==> config.mk <==
export PLATFORM = sky130hd
export DESIGN_NAME = phy_port_operation_control
export DESIGN_NICKNAME = d
export VERILOG_FILES = /design/src/logic/op_ctrl_pkg.sv /design/src/logic/phy_port_operation_control.sv
export SDC_FILE = /design/constraint.sdc
export NUM_CORES = 1
export LEC_CHECK = 0
export ABC_AREA = 0
export BUFFER_PORTS_ARGS = -buffer_cell sky130_fd_sc_hd__clkbuf_2
export CELL_PAD_IN_SITES_DETAIL_PLACEMENT = 1
export CELL_PAD_IN_SITES_GLOBAL_PLACEMENT = 1
export CORE_MARGIN = 4
export CORE_UTILIZATION = 28
export DETAILED_ROUTE_END_ITERATION = 16
export GPL_TIMING_DRIVEN = 0
export PLACE_DENSITY = 0.83
export SLEW_MARGIN = 20
export SYNTH_ARGS = -nofsm -noshare
export SYNTH_HDL_FRONTEND = slang
export SYNTH_SLANG_ARGS = --single-unit
==> constraint.sdc <==
create_clock -name sys_clk_i -period 1.8 [get_ports sys_clk_i]
set_input_delay 0.36 -clock sys_clk_i [delete_from_list [all_inputs] [get_ports sys_clk_i]]
set_output_delay 0.36 -clock sys_clk_i [all_outputs]
set_load 0.02 [all_outputs]
==> src/logic/op_ctrl_pkg.sv <==
package op_ctrl_pkg;

  // ==========================================================
  // register map
  localparam logic [4:0]  CTRL_ADDR      = 5'h00;
  localparam logic [15:0] PAGE_MAIN      = 16'h0000;

  // ==========================================================
  // field positions
  localparam int          SW_RESET_BIT   = 15;
  localparam int          LOOPBACK_BIT   = 14;
  localparam int          SPEED_LSB_BIT  = 13;
  localparam int          AN_EN_BIT      = 12;
  localparam int          PWR_DOWN_BIT   = 11;
  localparam int          ISOLATE_BIT    = 10;
  localparam int          AN_RESTART_BIT = 9;
  localparam int          FULL_DUP_BIT   = 8;
  localparam int          COLL_TEST_BIT  = 7;
  localparam int          SPEED_MSB_BIT  = 6;
  localparam int          UNI_EN_BIT     = 5;

  // ==========================================================
  // reset value: autonegotiation on, forced speed code 10
  localparam logic [15:0] CTRL_RESET     = 16'h1040;

  // ==========================================================
  // speed codes, upper bit first
  localparam logic [1:0]  SPEED_10       = 2'h0;
  localparam logic [1:0]  SPEED_100      = 2'h1;
  localparam logic [1:0]  SPEED_1000     = 2'h2;

  // ==========================================================
  // timing
  localparam int          CLK_PERIOD_NS  = 50;
  localparam int          SRST_HOLD_NS   = 1000;
  localparam int          SRST_CYCLES    = (SRST_HOLD_NS + CLK_PERIOD_NS - 1) / CLK_PERIOD_NS;

  // ==========================================================
  // types
  typedef enum logic [1:0] {
    MEDIA_COPPER,
    MEDIA_100FX,
    MEDIA_1000X,
    MEDIA_OTHER
  } media_mode_e;

  typedef struct packed {
    logic       sw_reset;
    logic       loopback;
    logic       speed_lsb;
    logic       an_en;
    logic       power_down;
    logic       isolate;
    logic       an_restart;
    logic       full_dup;
    logic       coll_test;
    logic       speed_msb;
    logic       uni_en;
    logic [4:0] rsvd;
  } ctrl_s;

  typedef struct packed {
    logic        wr;
    logic        rd;
    logic [4:0]  addr;
    logic [15:0] wdata;
  } mgmt_req_s;

endpackage : op_ctrl_pkg

==> src/logic/phy_port_operation_control.sv <==
// Functional notes
// writing one to bit 15 returns all management registers except sticky ones to defaults, then bit 15 clears itself.
// after a soft reset the manager waits at least 1 us before the next register access.
// loopback at bit 14 runs at the speed and duplex currently held in bits 6, 8 and 13.
// forced speed is {bit 6, bit 13}: 00 10 Mbps, 01 100 Mbps, 10 1000 Mbps, 11 reserved.
// isolate at bit 10 stops driving the mac side outputs and ignores the mac side inputs.
// writing one to bit 9 restarts autonegotiation and the bit then clears itself.
// bit 7 enables the collision test of the port.
// the unidirectional bit is ignored while autonegotiation is on or half duplex is selected.
// with autonegotiation off, full duplex and bit 5 set, transmit proceeds without a valid link.
// with autonegotiation off, full duplex and bit 5 clear, transmit waits for a valid link.
// the unidirectional bit acts only in the 100BASE-FX and 1000BASE-X fiber modes.
// software keeps full duplex while timestamping, link security or legacy-mac eee is active.
// the register is reachable only while page register 31 holds zero.
// software polls until bit 15 reads zero before configuring further.
// autonegotiation enable at bit 12 resets to one and forced settings govern only while it is zero.
// bit 8 one is full duplex, zero half duplex; bit 11 one places the port in power-down.
// bits 4 to 0 read zero and ignore writes; forced speed resets to the 1000 Mbps code.
`timescale 1ns/100ps

module phy_port_operation_control
  import op_ctrl_pkg::*;
(
  // clock and reset
  input  wire logic        sys_clk_i,
  input  wire logic        rstn_i,
  // register access from the serial management engine
  input  wire mgmt_req_s   mgmt_req_i,
  input  wire logic [15:0] page_sel_i,
  output logic      [15:0] mgmt_rdata_o,
  output logic             mgmt_rvalid_o,
  output logic             mgmt_busy_o,
  // media side status
  input  wire media_mode_e media_mode_i,
  input  wire logic        link_ok_i,
  // controls to the port
  output logic             soft_rst_o,
  output logic             an_restart_o,
  output logic             an_en_o,
  output logic [1:0]       speed_o,
  output logic             full_dup_o,
  output logic             loopback_o,
  output logic             power_down_o,
  output logic             coll_test_o,
  output logic             mac_out_en_n_o,
  output logic             mac_in_accept_o,
  output logic             mii_tx_allow_o
);

  // ==========================================================
  // access decode
  function automatic logic hit(input mgmt_req_s req, input logic [15:0] page);
    hit = (req.addr == CTRL_ADDR) && (page == PAGE_MAIN);
  endfunction : hit

  localparam logic [4:0] HOLD_LOAD = 5'(SRST_CYCLES - 1);

  ctrl_s       ctrl_q;
  ctrl_s       ctrl_d;
  ctrl_s       wr_val;
  logic [4:0]  hold_q;
  logic [4:0]  hold_d;
  logic        srst_q;
  logic        srst_d;
  logic [15:0] rdata_q;
  logic [15:0] rdata_d;
  logic        rvalid_q;
  logic        rvalid_d;
  logic        busy;
  logic        wr_ok;
  logic        rd_ok;
  logic        uni_active;

  // accesses during the soft reset hold are dropped rather than queued
  assign busy   = ctrl_q.sw_reset;
  assign wr_ok  = mgmt_req_i.wr && hit(mgmt_req_i, page_sel_i) && !busy;
  assign rd_ok  = mgmt_req_i.rd && hit(mgmt_req_i, page_sel_i) && !busy;
  assign wr_val = ctrl_s'(mgmt_req_i.wdata);

  // ==========================================================
  // control register
  always_comb begin
    ctrl_d            = ctrl_q;
    hold_d            = hold_q;
    srst_d            = 1'b0;
    ctrl_d.an_restart = 1'b0;
    if (busy) begin
      if (hold_q == 5'h00) begin
        ctrl_d.sw_reset = 1'b0;
      end else begin
        hold_d = hold_q - 5'h01;
      end
    end else if (wr_ok) begin
      if (wr_val.sw_reset) begin
        ctrl_d          = ctrl_s'(CTRL_RESET);
        ctrl_d.sw_reset = 1'b1;
        hold_d          = HOLD_LOAD;
        srst_d          = 1'b1;
      end else begin
        ctrl_d      = wr_val;
        ctrl_d.rsvd = 5'h00;
      end
    end
  end

  always_ff @(posedge sys_clk_i) begin
    if (!rstn_i) begin
      ctrl_q <= ctrl_s'(CTRL_RESET);
      hold_q <= 5'h00;
      srst_q <= 1'b0;
    end else begin
      ctrl_q <= ctrl_d;
      hold_q <= hold_d;
      srst_q <= srst_d;
    end
  end

  // ==========================================================
  // read path, one cycle after the request
  always_comb begin
    rdata_d  = rdata_q;
    rvalid_d = rd_ok;
    if (rd_ok) begin
      rdata_d = ctrl_q;
    end
  end

  always_ff @(posedge sys_clk_i) begin
    if (!rstn_i) begin
      rdata_q  <= 16'h0000;
      rvalid_q <= 1'b0;
    end else begin
      rdata_q  <= rdata_d;
      rvalid_q <= rvalid_d;
    end
  end

  // ==========================================================
  // effects on the port
  // uni only matters for fiber with forced full duplex
  assign uni_active = ctrl_q.uni_en && !ctrl_q.an_en && ctrl_q.full_dup
                    && (media_mode_i == MEDIA_100FX || media_mode_i == MEDIA_1000X);

  assign mgmt_rdata_o    = rdata_q;
  assign mgmt_rvalid_o   = rvalid_q;
  assign mgmt_busy_o     = busy;
  assign soft_rst_o      = srst_q;
  assign an_restart_o    = ctrl_q.an_restart;
  assign an_en_o         = ctrl_q.an_en;
  assign speed_o         = {ctrl_q.speed_msb, ctrl_q.speed_lsb};
  assign full_dup_o      = ctrl_q.full_dup;
  assign loopback_o      = ctrl_q.loopback;
  assign power_down_o    = ctrl_q.power_down;
  assign coll_test_o     = ctrl_q.coll_test;
  assign mac_out_en_n_o  = ctrl_q.isolate;
  assign mac_in_accept_o = !ctrl_q.isolate;
  assign mii_tx_allow_o  = link_ok_i || uni_active;

  // ==========================================================
  // checks
  srst_hold_a: assert property (@(posedge sys_clk_i) disable iff (!rstn_i)
    wr_ok && wr_val.sw_reset |=> ##(SRST_CYCLES - 1) ctrl_q.sw_reset ##1 !ctrl_q.sw_reset)
    else $error("soft reset bit did not self clear after the hold");

  srst_defaults_a: assert property (@(posedge sys_clk_i) disable iff (!rstn_i)
    wr_ok && wr_val.sw_reset |=> soft_rst_o && an_en_o && speed_o == SPEED_1000
      && !loopback_o && !full_dup_o && !power_down_o)
    else $error("soft reset did not restore defaults");

  srst_holdoff_a: assert property (@(posedge sys_clk_i) disable iff (!rstn_i)
    mgmt_req_i.wr && busy && !(hold_q == 5'h00) |=> $stable(ctrl_q.loopback)
      && $stable(ctrl_q.an_en))
    else $error("write accepted during soft reset hold");

  restart_pulse_a: assert property (@(posedge sys_clk_i) disable iff (!rstn_i)
    wr_ok && !wr_val.sw_reset && wr_val.an_restart |=> an_restart_o ##1 !an_restart_o)
    else $error("restart negotiation not a one cycle pulse");

  speed_map_a: assert property (@(posedge sys_clk_i) disable iff (!rstn_i)
    wr_ok && !wr_val.sw_reset |=> speed_o == {$past(mgmt_req_i.wdata[SPEED_MSB_BIT]),
      $past(mgmt_req_i.wdata[SPEED_LSB_BIT])} && coll_test_o == $past(wr_val.coll_test))
    else $error("forced speed or collision test field mismapped");

  isolate_gate_a: assert property (@(posedge sys_clk_i) disable iff (!rstn_i)
    wr_ok && !wr_val.sw_reset |=> mac_out_en_n_o == $past(wr_val.isolate)
      && mac_in_accept_o == !$past(wr_val.isolate))
    else $error("isolate did not gate the mac side");

  uni_ignored_a: assert property (@(posedge sys_clk_i) disable iff (!rstn_i)
    (an_en_o || !full_dup_o || media_mode_i == MEDIA_COPPER) |-> mii_tx_allow_o == link_ok_i)
    else $error("unidirectional bit acted when it must be ignored");

  uni_fiber_a: assert property (@(posedge sys_clk_i) disable iff (!rstn_i)
    !an_en_o && full_dup_o && ctrl_q.uni_en && media_mode_i == MEDIA_1000X |-> mii_tx_allow_o)
    else $error("unidirectional transmit blocked without link");

  rsvd_zero_a: assert property (@(posedge sys_clk_i) disable iff (!rstn_i)
    mgmt_rvalid_o |-> mgmt_rdata_o[4:0] == 5'h00)
    else $error("reserved bits read nonzero");

  page_gate_a: assert property (@(posedge sys_clk_i) disable iff (!rstn_i)
    mgmt_req_i.wr && page_sel_i != PAGE_MAIN && !busy |=> $stable(ctrl_q) || an_restart_o == 1'b0
      && $stable(speed_o) && $stable(loopback_o))
    else $error("write taken with page register nonzero");

  uni_link_a: assert property (@(posedge sys_clk_i) disable iff (!rstn_i)
    !an_en_o && full_dup_o && !ctrl_q.uni_en |-> mii_tx_allow_o == link_ok_i)
    else $error("transmit allowed without link while unidirectional is clear");

  loop_speed_a: assert property (@(posedge sys_clk_i) disable iff (!rstn_i)
    wr_ok && !wr_val.sw_reset && wr_val.loopback |=> loopback_o
      && speed_o == {$past(wr_val.speed_msb), $past(wr_val.speed_lsb)}
      && full_dup_o == $past(wr_val.full_dup))
    else $error("loopback not at the selected speed and duplex");

  dup_power_a: assert property (@(posedge sys_clk_i) disable iff (!rstn_i)
    wr_ok && !wr_val.sw_reset |=> full_dup_o == $past(wr_val.full_dup)
      && power_down_o == $past(wr_val.power_down) && an_en_o == $past(wr_val.an_en))
    else $error("duplex, power-down or negotiation enable mismapped");

endmodule : phy_port_operation_control

After elaboration in Yosys (flattened, before gate mapping) --
Cells that the tools add are included.
Operators by class: add/sub/neg operators 1, equal/unequal tests 3, mux-type cells 9, bitwise logic cells 3, reduce and logical (&&, ||, !) cells 22
Operator list (count):
- $mux 16 | 2
- $mux 5 | 4
- $logic_not 16->1 | 1
- $logic_not 5->1 | 2
- $logic_and 1x1->1 | 8
- $sub 5x1->5 const B | 1
- $reduce_bool 2->1 | 2
- $reduce_or 4->1 | 1
- $logic_not 1->1 | 3
- $mux 1 | 3
- $not 1->1 | 3
- $reduce_and 3->1 | 1
- $reduce_or 3->1 | 1
- $eq 2x1->1 const B | 1
- $eq 2x2->1 const B | 1
- $logic_or 1x1->1 | 2
- $ne 2x2->1 const B | 1
- $reduce_and 2->1 | 1
Storage, ports and cells: register bits 39, input port bits 44, output and inout bits 30

Longest topological paths before layout --
Gate-level depths: netlist (run 1).
depth after elaboration 6, mapped depth 7, gate-level depth less buffers 7

Worst setup path before layout (run 1) --
No wires, ideal clock.
path type register -> register, from register ctrl_q, in the netlist mgmt_busy_o, to register ctrl_q, in the netlist speed_o[1], library setup time 0.117 ns, arrival 1.661 ns, required time 1.683 ns, slack 0.022 ns, stages on the path, launching flop included 8, period minus slack after synthesis 1.778 ns, cells stage by stage dfxtp_1 buf_6 nor4_4 nand2_2 or3_4 buf_6 nor3_1 o21ai_1
On the way: word-level cells in the longest chain between the ends 3
RTL lines:
- start: declaration | line phy_port_operation_control.sv:58 | ctrl_s ctrl_q;
- start signal: assignment | line phy_port_operation_control.sv:108 | ctrl_q <= ctrl_s'(CTRL_RESET);
- start signal: assignment | line phy_port_operation_control.sv:112 | ctrl_q <= ctrl_d;
- $logic_not 1->1 | line phy_port_operation_control.sv:76 | assign wr_ok = mgmt_req_i.wr && hit(mgmt_req_i, page_sel_i) && !busy;
- $logic_and 1x1->1 | line phy_port_operation_control.sv:76
- $reduce_and 2->1 (no source line) (*)
Every way passes the cells marked *; elsewhere a longest branch is shown, timed or not. A chain may end at the register's enable or synchronous reset.

Worst setup path in the final report (run 1) --
from input port page_sel_i[6], to register rdata_q[5] (netlist: mgmt_rdata_o[5])
On the way: word-level cells in the longest chain between the ends 4
RTL lines:
- start: declaration | line phy_port_operation_control.sv:29 | input wire logic [15:0] page_sel_i,
- $logic_not 16->1 | line phy_port_operation_control.sv:53 | hit = (req.addr == CTRL_ADDR) && (page == PAGE_MAIN);
- $logic_and 1x1->1 | line phy_port_operation_control.sv:53
- $logic_and 1x1->1 (2 in a row) | line phy_port_operation_control.sv:77 | assign rd_ok = mgmt_req_i.rd && hit(mgmt_req_i, page_sel_i) && !busy;
- end signal: assignment | line phy_port_operation_control.sv:133 | rdata_q <= rdata_d;
- end: declaration | line phy_port_operation_control.sv:65 | logic [15:0] rdata_q;
No other way between the ends.

==> flow_summary.ini, run 1 <==
[critical_path]
rrSetupSlack_ps = 150
cpMaxStageDelayCell = or4_4
cp-end-kind = flop
r2r_start = hold_q[0]
slowest_delay_ps = 570
cp.arrival_ps = 1840
r2r-end = hold_q[2]
crit_path_end = mgmt_rdata_o[5]
rr_worst_depth = 7
crit_chain = clkbuf_2 > or4_4 > nor4_4 > buf_4 > mux2i_1 > nor2_1
worstSetupPathType = in2reg
worst-path-max-fanout = 5
cp-start-kind = input port
crit_start = page_sel_i[6]
worstPathRequired_ps = 1960

[synth]
ys_ff_latch = 29
synth_edf_count = 0
synth.most_common_cell = dfxtp_1
netlist_top_cells_count = dfxtp_1 (29), nor2_1 (15), nand2_1 (12)
synth-xor-area-share_pct = 1.29
synth_top_family_by_area = simple AND/OR/NAND/NOR gates
synthSimpleGateAreaFrac_pct = 26.2
synth_mux_area_share_pct = 7.36
syn-instance-count = 143
synth-compound-area-share_pct = 11.9
synth_top_area_share_pct = 42.7
ys_seq_area_share_pct = 42.7
postSynthAreaPerCell_um2 = 9.51
yosysUniqueCellTypes = 38
async_flop_share_pct = 0
yosys.area.top_type = dfxtp_1
ys.flop_type = dfxtp_1
syn-cell-area_um2 = 1360
synth_warnings = 0
synth_area_leaders = dfxtp_1 (43%), mux2i_1 (7.4%), nor4_4 (4.7%), nor2_1 (4.1%), buf_4 (3.9%)
synthAdderAreaFrac_pct = 0.920

[cts]
cts_root_buf = clkbuf_8
cts_tree = built
htree_levels = 2
cts_sinks = 29
cts_buffers = 5
cts_buffer_depth = 2
worstSkewPairLatency_ps = 280
clk_pin_slew_ps = 70

[die]
start_util_pct = 28.8
rows = 25
die_w_um = 77.7
ios = 74
core_region_area_um2 = 4720
dieArea_um2 = 6040
die_y_um = 77.7

[grt]
grt_max_degree = 11
antenna_found_initial = 0
grt_pass1_vias = 1291
grt_usage_pct = 12.4
grt_pass1_wl_um = 5900
grt-ovfl-total = 0

[pwr]
p_leak_nw = 0.843
power_density_nw_per_um2 = 662
total_power_mw = 1.26
vdd.ir_drop.worst_v = 0.000269

[detailed_routing]
drtIter0Drc = 52
drtAntennaViolNets = 0
post_drt_wl_per_cell_um = 12.9
routed_wirelength_um = 3740
vias = 1296
drc = 0
vias_per_cell = 4.47
dr.pass1.iters = 4

[sta]
hold_viol = 0
rsz0062_at_grt = false
fmax_mhz = 595
drv_slew = 0
fin_setup_tns_ps = 0
clock_skew_ps = 5.70
fin_ws_ps = 118
setup_viol = 0
min_period_over_period_pct = 93.4
min_period_ps = 1680

[finish]
final_cells = 290
drive_above_1_share_pct = 45.3
diodes = 0
syn_to_final_growth_pct = 40.1
layout.nets = 267

[run]
drv_cap = 0

[placed_design]
dp.cells = 277
gp_congestion = 0.779
dp_hpwl_um = 2850
port_buffers = 63
place_ws_ps = -208

[worst_hold_path]
hp-class = in2reg

[status]
outcome = complete, no violations
==> where the power goes <==
group	total, mW	switching (mW)	internal [mW]
sequential	0.642	0.000000127	0.642
combinational	0.103	0.0555	0.0471
clock	0.518	0.251	0.267
total	1.26	0.306	0.956
==> how the worst min path moves through the flow <==
stage | start | end | slack, ps | cells past startpoint
final | mgmt_req_i[21] | mgmt_rvalid_o | 290 | 3
after global routing | mgmt_req_i[21] | mgmt_rvalid_o | 290 | 3
after CTS | mgmt_req_i[21] | mgmt_rvalid_o | 280 | 3
after detailed placement | mgmt_rdata_o[15] | mgmt_rdata_o[15] | 430 | 2
after global placement | mgmt_rdata_o[15] | mgmt_rdata_o[15] | 420 | 2
after floorplan | rstn_i | an_en_o | 440 | 1
==> cell families after synthesis <==
logic type / count (synthesis)
fa+ha+maj: 1
other cells: 1
mux: 10
flops: 29
buf+inv: 21
xor+xnor: 2
compound gates: 22
simple gates: 57
==> state kept, by name, summed over array words and instances, names as in the netlist <==
signal,count
an_restart_o,1
power_down_o,1
loopback_o,1
hold_q,5
mgmt_rdata_o,11
ctrl_q,1
full_dup_o,1
an_en_o,1
mgmt_busy_o,1
mac_out_en_n_o,1
speed_o,2
coll_test_o,1
mgmt_rvalid_o,1
soft_rst_o,1
==> metrics by stage <==
stage               cell area, µm²  utilization [%]  hold WS [ps]
global placement              1770             37.6           416
detailed placement            1770             37.6           426
global route                  1910             40.3           293
floorplan                     1380                -           436
CTS                           1880             39.9           282
finish                        1910             40.3           292
==> area by class of cell <==
cell class	count	area (µm²)
repair buffers	68	353
fillers	575	2820
flip-flops and latches	29	581
clock inverters	2	10.0
plain buffers	12	93.8
multi-input cells	97	678
clock buffers	6	72.6
well taps	67	83.8
inverters	9	33.8
==> metal layers <==
| layer | track usage [%] | vias to the layer above | wire, µm |
|---|---|---|---|
| met5 | 0 | - | 0 |
| met4 | 4.27 | 0 | 45 |
| met3 | 4.76 | 6 | 248 |
| met2 | 20.7 | 42 | 1830 |
| met1 | 14.4 | 599 | 1610 |
| li1 | - | 649 | - |
==> timing repair <==
action | in CTS | in global routing
gates cloned | 1 | 0
setup endpoints to repair | 19 | 6
setup buffers | 3 | 1
hold buffers | 0 | 0
gates resized for setup | 0 | 3
pin swaps | 3 | 1
==> cells in the final DEF, fill, tap and decap left out, drive strengths merged <==
cell type	instances
clkbuf	71
clkinv	2
o221a	1
nand2	13
and3	1
a211oi	1
a31o	1
or3	2
o31ai	1
nor2	15
dfxtp	29
or4	1
o21ai	2
a311oi	1
ha	1
conb	5
inv	9
a31oi	2
a21oi	10
nand3	10
mux2i	10
o21bai	1
xor2	2
a2bb2oi	1
o41ai	1
and2	1
nor4	8
nand4b	1
buf	15
nor3	5
==> critical path: cells and delay by family <==
kind,cells,cell delay [ps]
muxes,1,190
and+or+nand+nor,3,980
buffers and inverters,2,310
Power figures use the tool's default switching activity.
==> run 2, diff against run 1 <==
- GPL_TIMING_DRIVEN: 0 -> 1
==> run 2 against run 1 <==
Final area shrank 1.6%. Via count decreased by 2.5%. Worst setup slack improved by 7.2 ps. Utilization is 0.66 points lower. Critical path depth grew 1. Critical path type is now reg2reg. Largest power group unchanged. Highest routed layer unchanged.
==> flow_summary.ini, run 2 (synthesized netlist as in run 1, its figures left out) <==
[status]
outcome = complete, no violations

[cts]
cts_sinks = 29
cts_buffer_depth = 2
cts_tree = built
holdBufCountCts = 0
htree_levels = 2
worstSkewPairLatency_ps = 270
cts_root_buf = clkbuf_8
cts.repair.resized = 0
cts_setup_buffers = 0
clk_pin_slew_ps = 60
cts_buffers = 5

[placed_design]
dp.cells = 274
dp_hpwl_um = 2920
gp_congestion = 0.790
port_buffers = 63

[detailed_routing]
vias = 1263
vias_per_cell = 4.48
post_drt_wl_per_cell_um = 12.8
dr.pass1.iters = 4
drtIter0Drc = 26
drc = 0
routed_wirelength_um = 3610
drtAntennaViolNets = 0

[finish]
seqCellArea_um2 = 581
layout.nets = 259
diodes = 0
final_cells = 282
fillers = 566
drive_above_1_share_pct = 44.7
multi_input_area_um2 = 667
layout_common_cells = clkbuf_2 (63), dfxtp_1 (29), nor2_1 (15), nand2_1 (12), mux2i_1 (10)
syn_to_final_growth_pct = 37.8
mostFrequentLayoutCell = clkbuf_2
largest_register_ffs = 11

[sta]
fmax_mhz = 597
rsz0062_at_grt = false
hold_viol = 0
clock_skew_ps = 4.72
drv_slew = 0
setup_viol = 0
min_period_ps = 1670
min_period_over_period_pct = 93.0

[pwr]
total_power_mw = 1.32
power_density_nw_per_um2 = 704
vdd.ir_drop.worst_v = 0.000321
p_leak_nw = 0.815

[critical_path]
r2r_start = mgmt_busy_o
cp.arrival_ps = 1870
cp-end-kind = flop
r2r-end = hold_q[4]
rrSetupSlack_ps = 130
worst-path-max-fanout = 10
rr_worst_depth = 7
worstSetupPathType = reg2reg
cp-start-kind = flop
crit_start = mgmt_busy_o
worstPathRequired_ps = 2000

[worst_hold_path]
hp-class = in2reg
hold_depth = 3
holdPathEnd = an_restart_o
hold_path.startpoint = mgmt_req_i[9]

[grt]
grt_usage_pct = 12.4
antenna_found_initial = 0
grt_pass1_vias = 1294
grt_max_degree = 21
grt_pass1_wl_um = 5930
grt-ovfl-total = 0

[die]
die_y_um = 77.7
core_region_area_um2 = 4720
die_w_um = 77.7
dieArea_um2 = 6040
ios = 74
start_util_pct = 28.8
rows = 25

[run]
drv_cap = 0
-- run 2: changes by cell type in the layout (fill, tap and decap cells not counted) --
cell,change
clkinv_2,-1
buf_6,-3
o41ai_4,-1
o41ai_2,+1
buf_12,+2
clkbuf_1,-3
clkbuf_8,+2
buf_4,-5
-- run 2: worst max-delay path by stage --
stage,end,slack [ps],cells past startpoint
final,hold_q[4],130,7
after global routing,speed_o[0],8,7
after global placement,hold_q[1],-90,6
after CTS,speed_o[0],100,7
after floorplan,speed_o[1],20,7
after detailed placement,mgmt_rdata_o[5],-130,7
-- run 2: power breakdown --
group          switching [mW]  total (mW)  internal, mW
logic                  0.0535      0.0933        0.0398
registers         0.000000115       0.642         0.642
clock network           0.239       0.584         0.345
total                   0.292        1.32          1.03
-- run 2: critical path, stage by stage, from the launching register on --
cell and delay [ps]:
dfxtp_1 340, nor4_4 290, nand2_2 140, buf_4 170, nor4_4 200, buf_4 220, a21oi_2 70, a211oi_2 170
-- run 2: layout make-up --
class / count / share of cell area [%]
inverter: 9 / 1.80
sequential: 29 / 31.0
multi-input combinational: 97 / 35.6
clock inverter: 1 / 0.267
timing repair buffer: 72 / 21.8
clock buffer: 7 / 5.14
tap: 67 / 4.47
-- run 2: per-layer routing --
layer / global-route usage (%) / wire length, µm
met1: 13.0 / 1440
met2: 22.8 / 1890
met3: 4.52 / 255
met4: 3.74 / 27
met5: 0 / 0
-- run 2: per-stage QoR --
step	hold slack, ps	cell area (µm²)	util [%]	setup slack, ps	TNS, ps
3_3_place_gp	417	1770	37.5	-86.6	-809
4_1_cts	308	1870	39.7	102	0
3_5_place_dp	433	1770	37.5	-132	-1860
2_1_floorplan	436	1380	-	21.7	0
5_1_grt	326	1870	39.7	8.16	0
6_report	312	1870	39.7	125	0
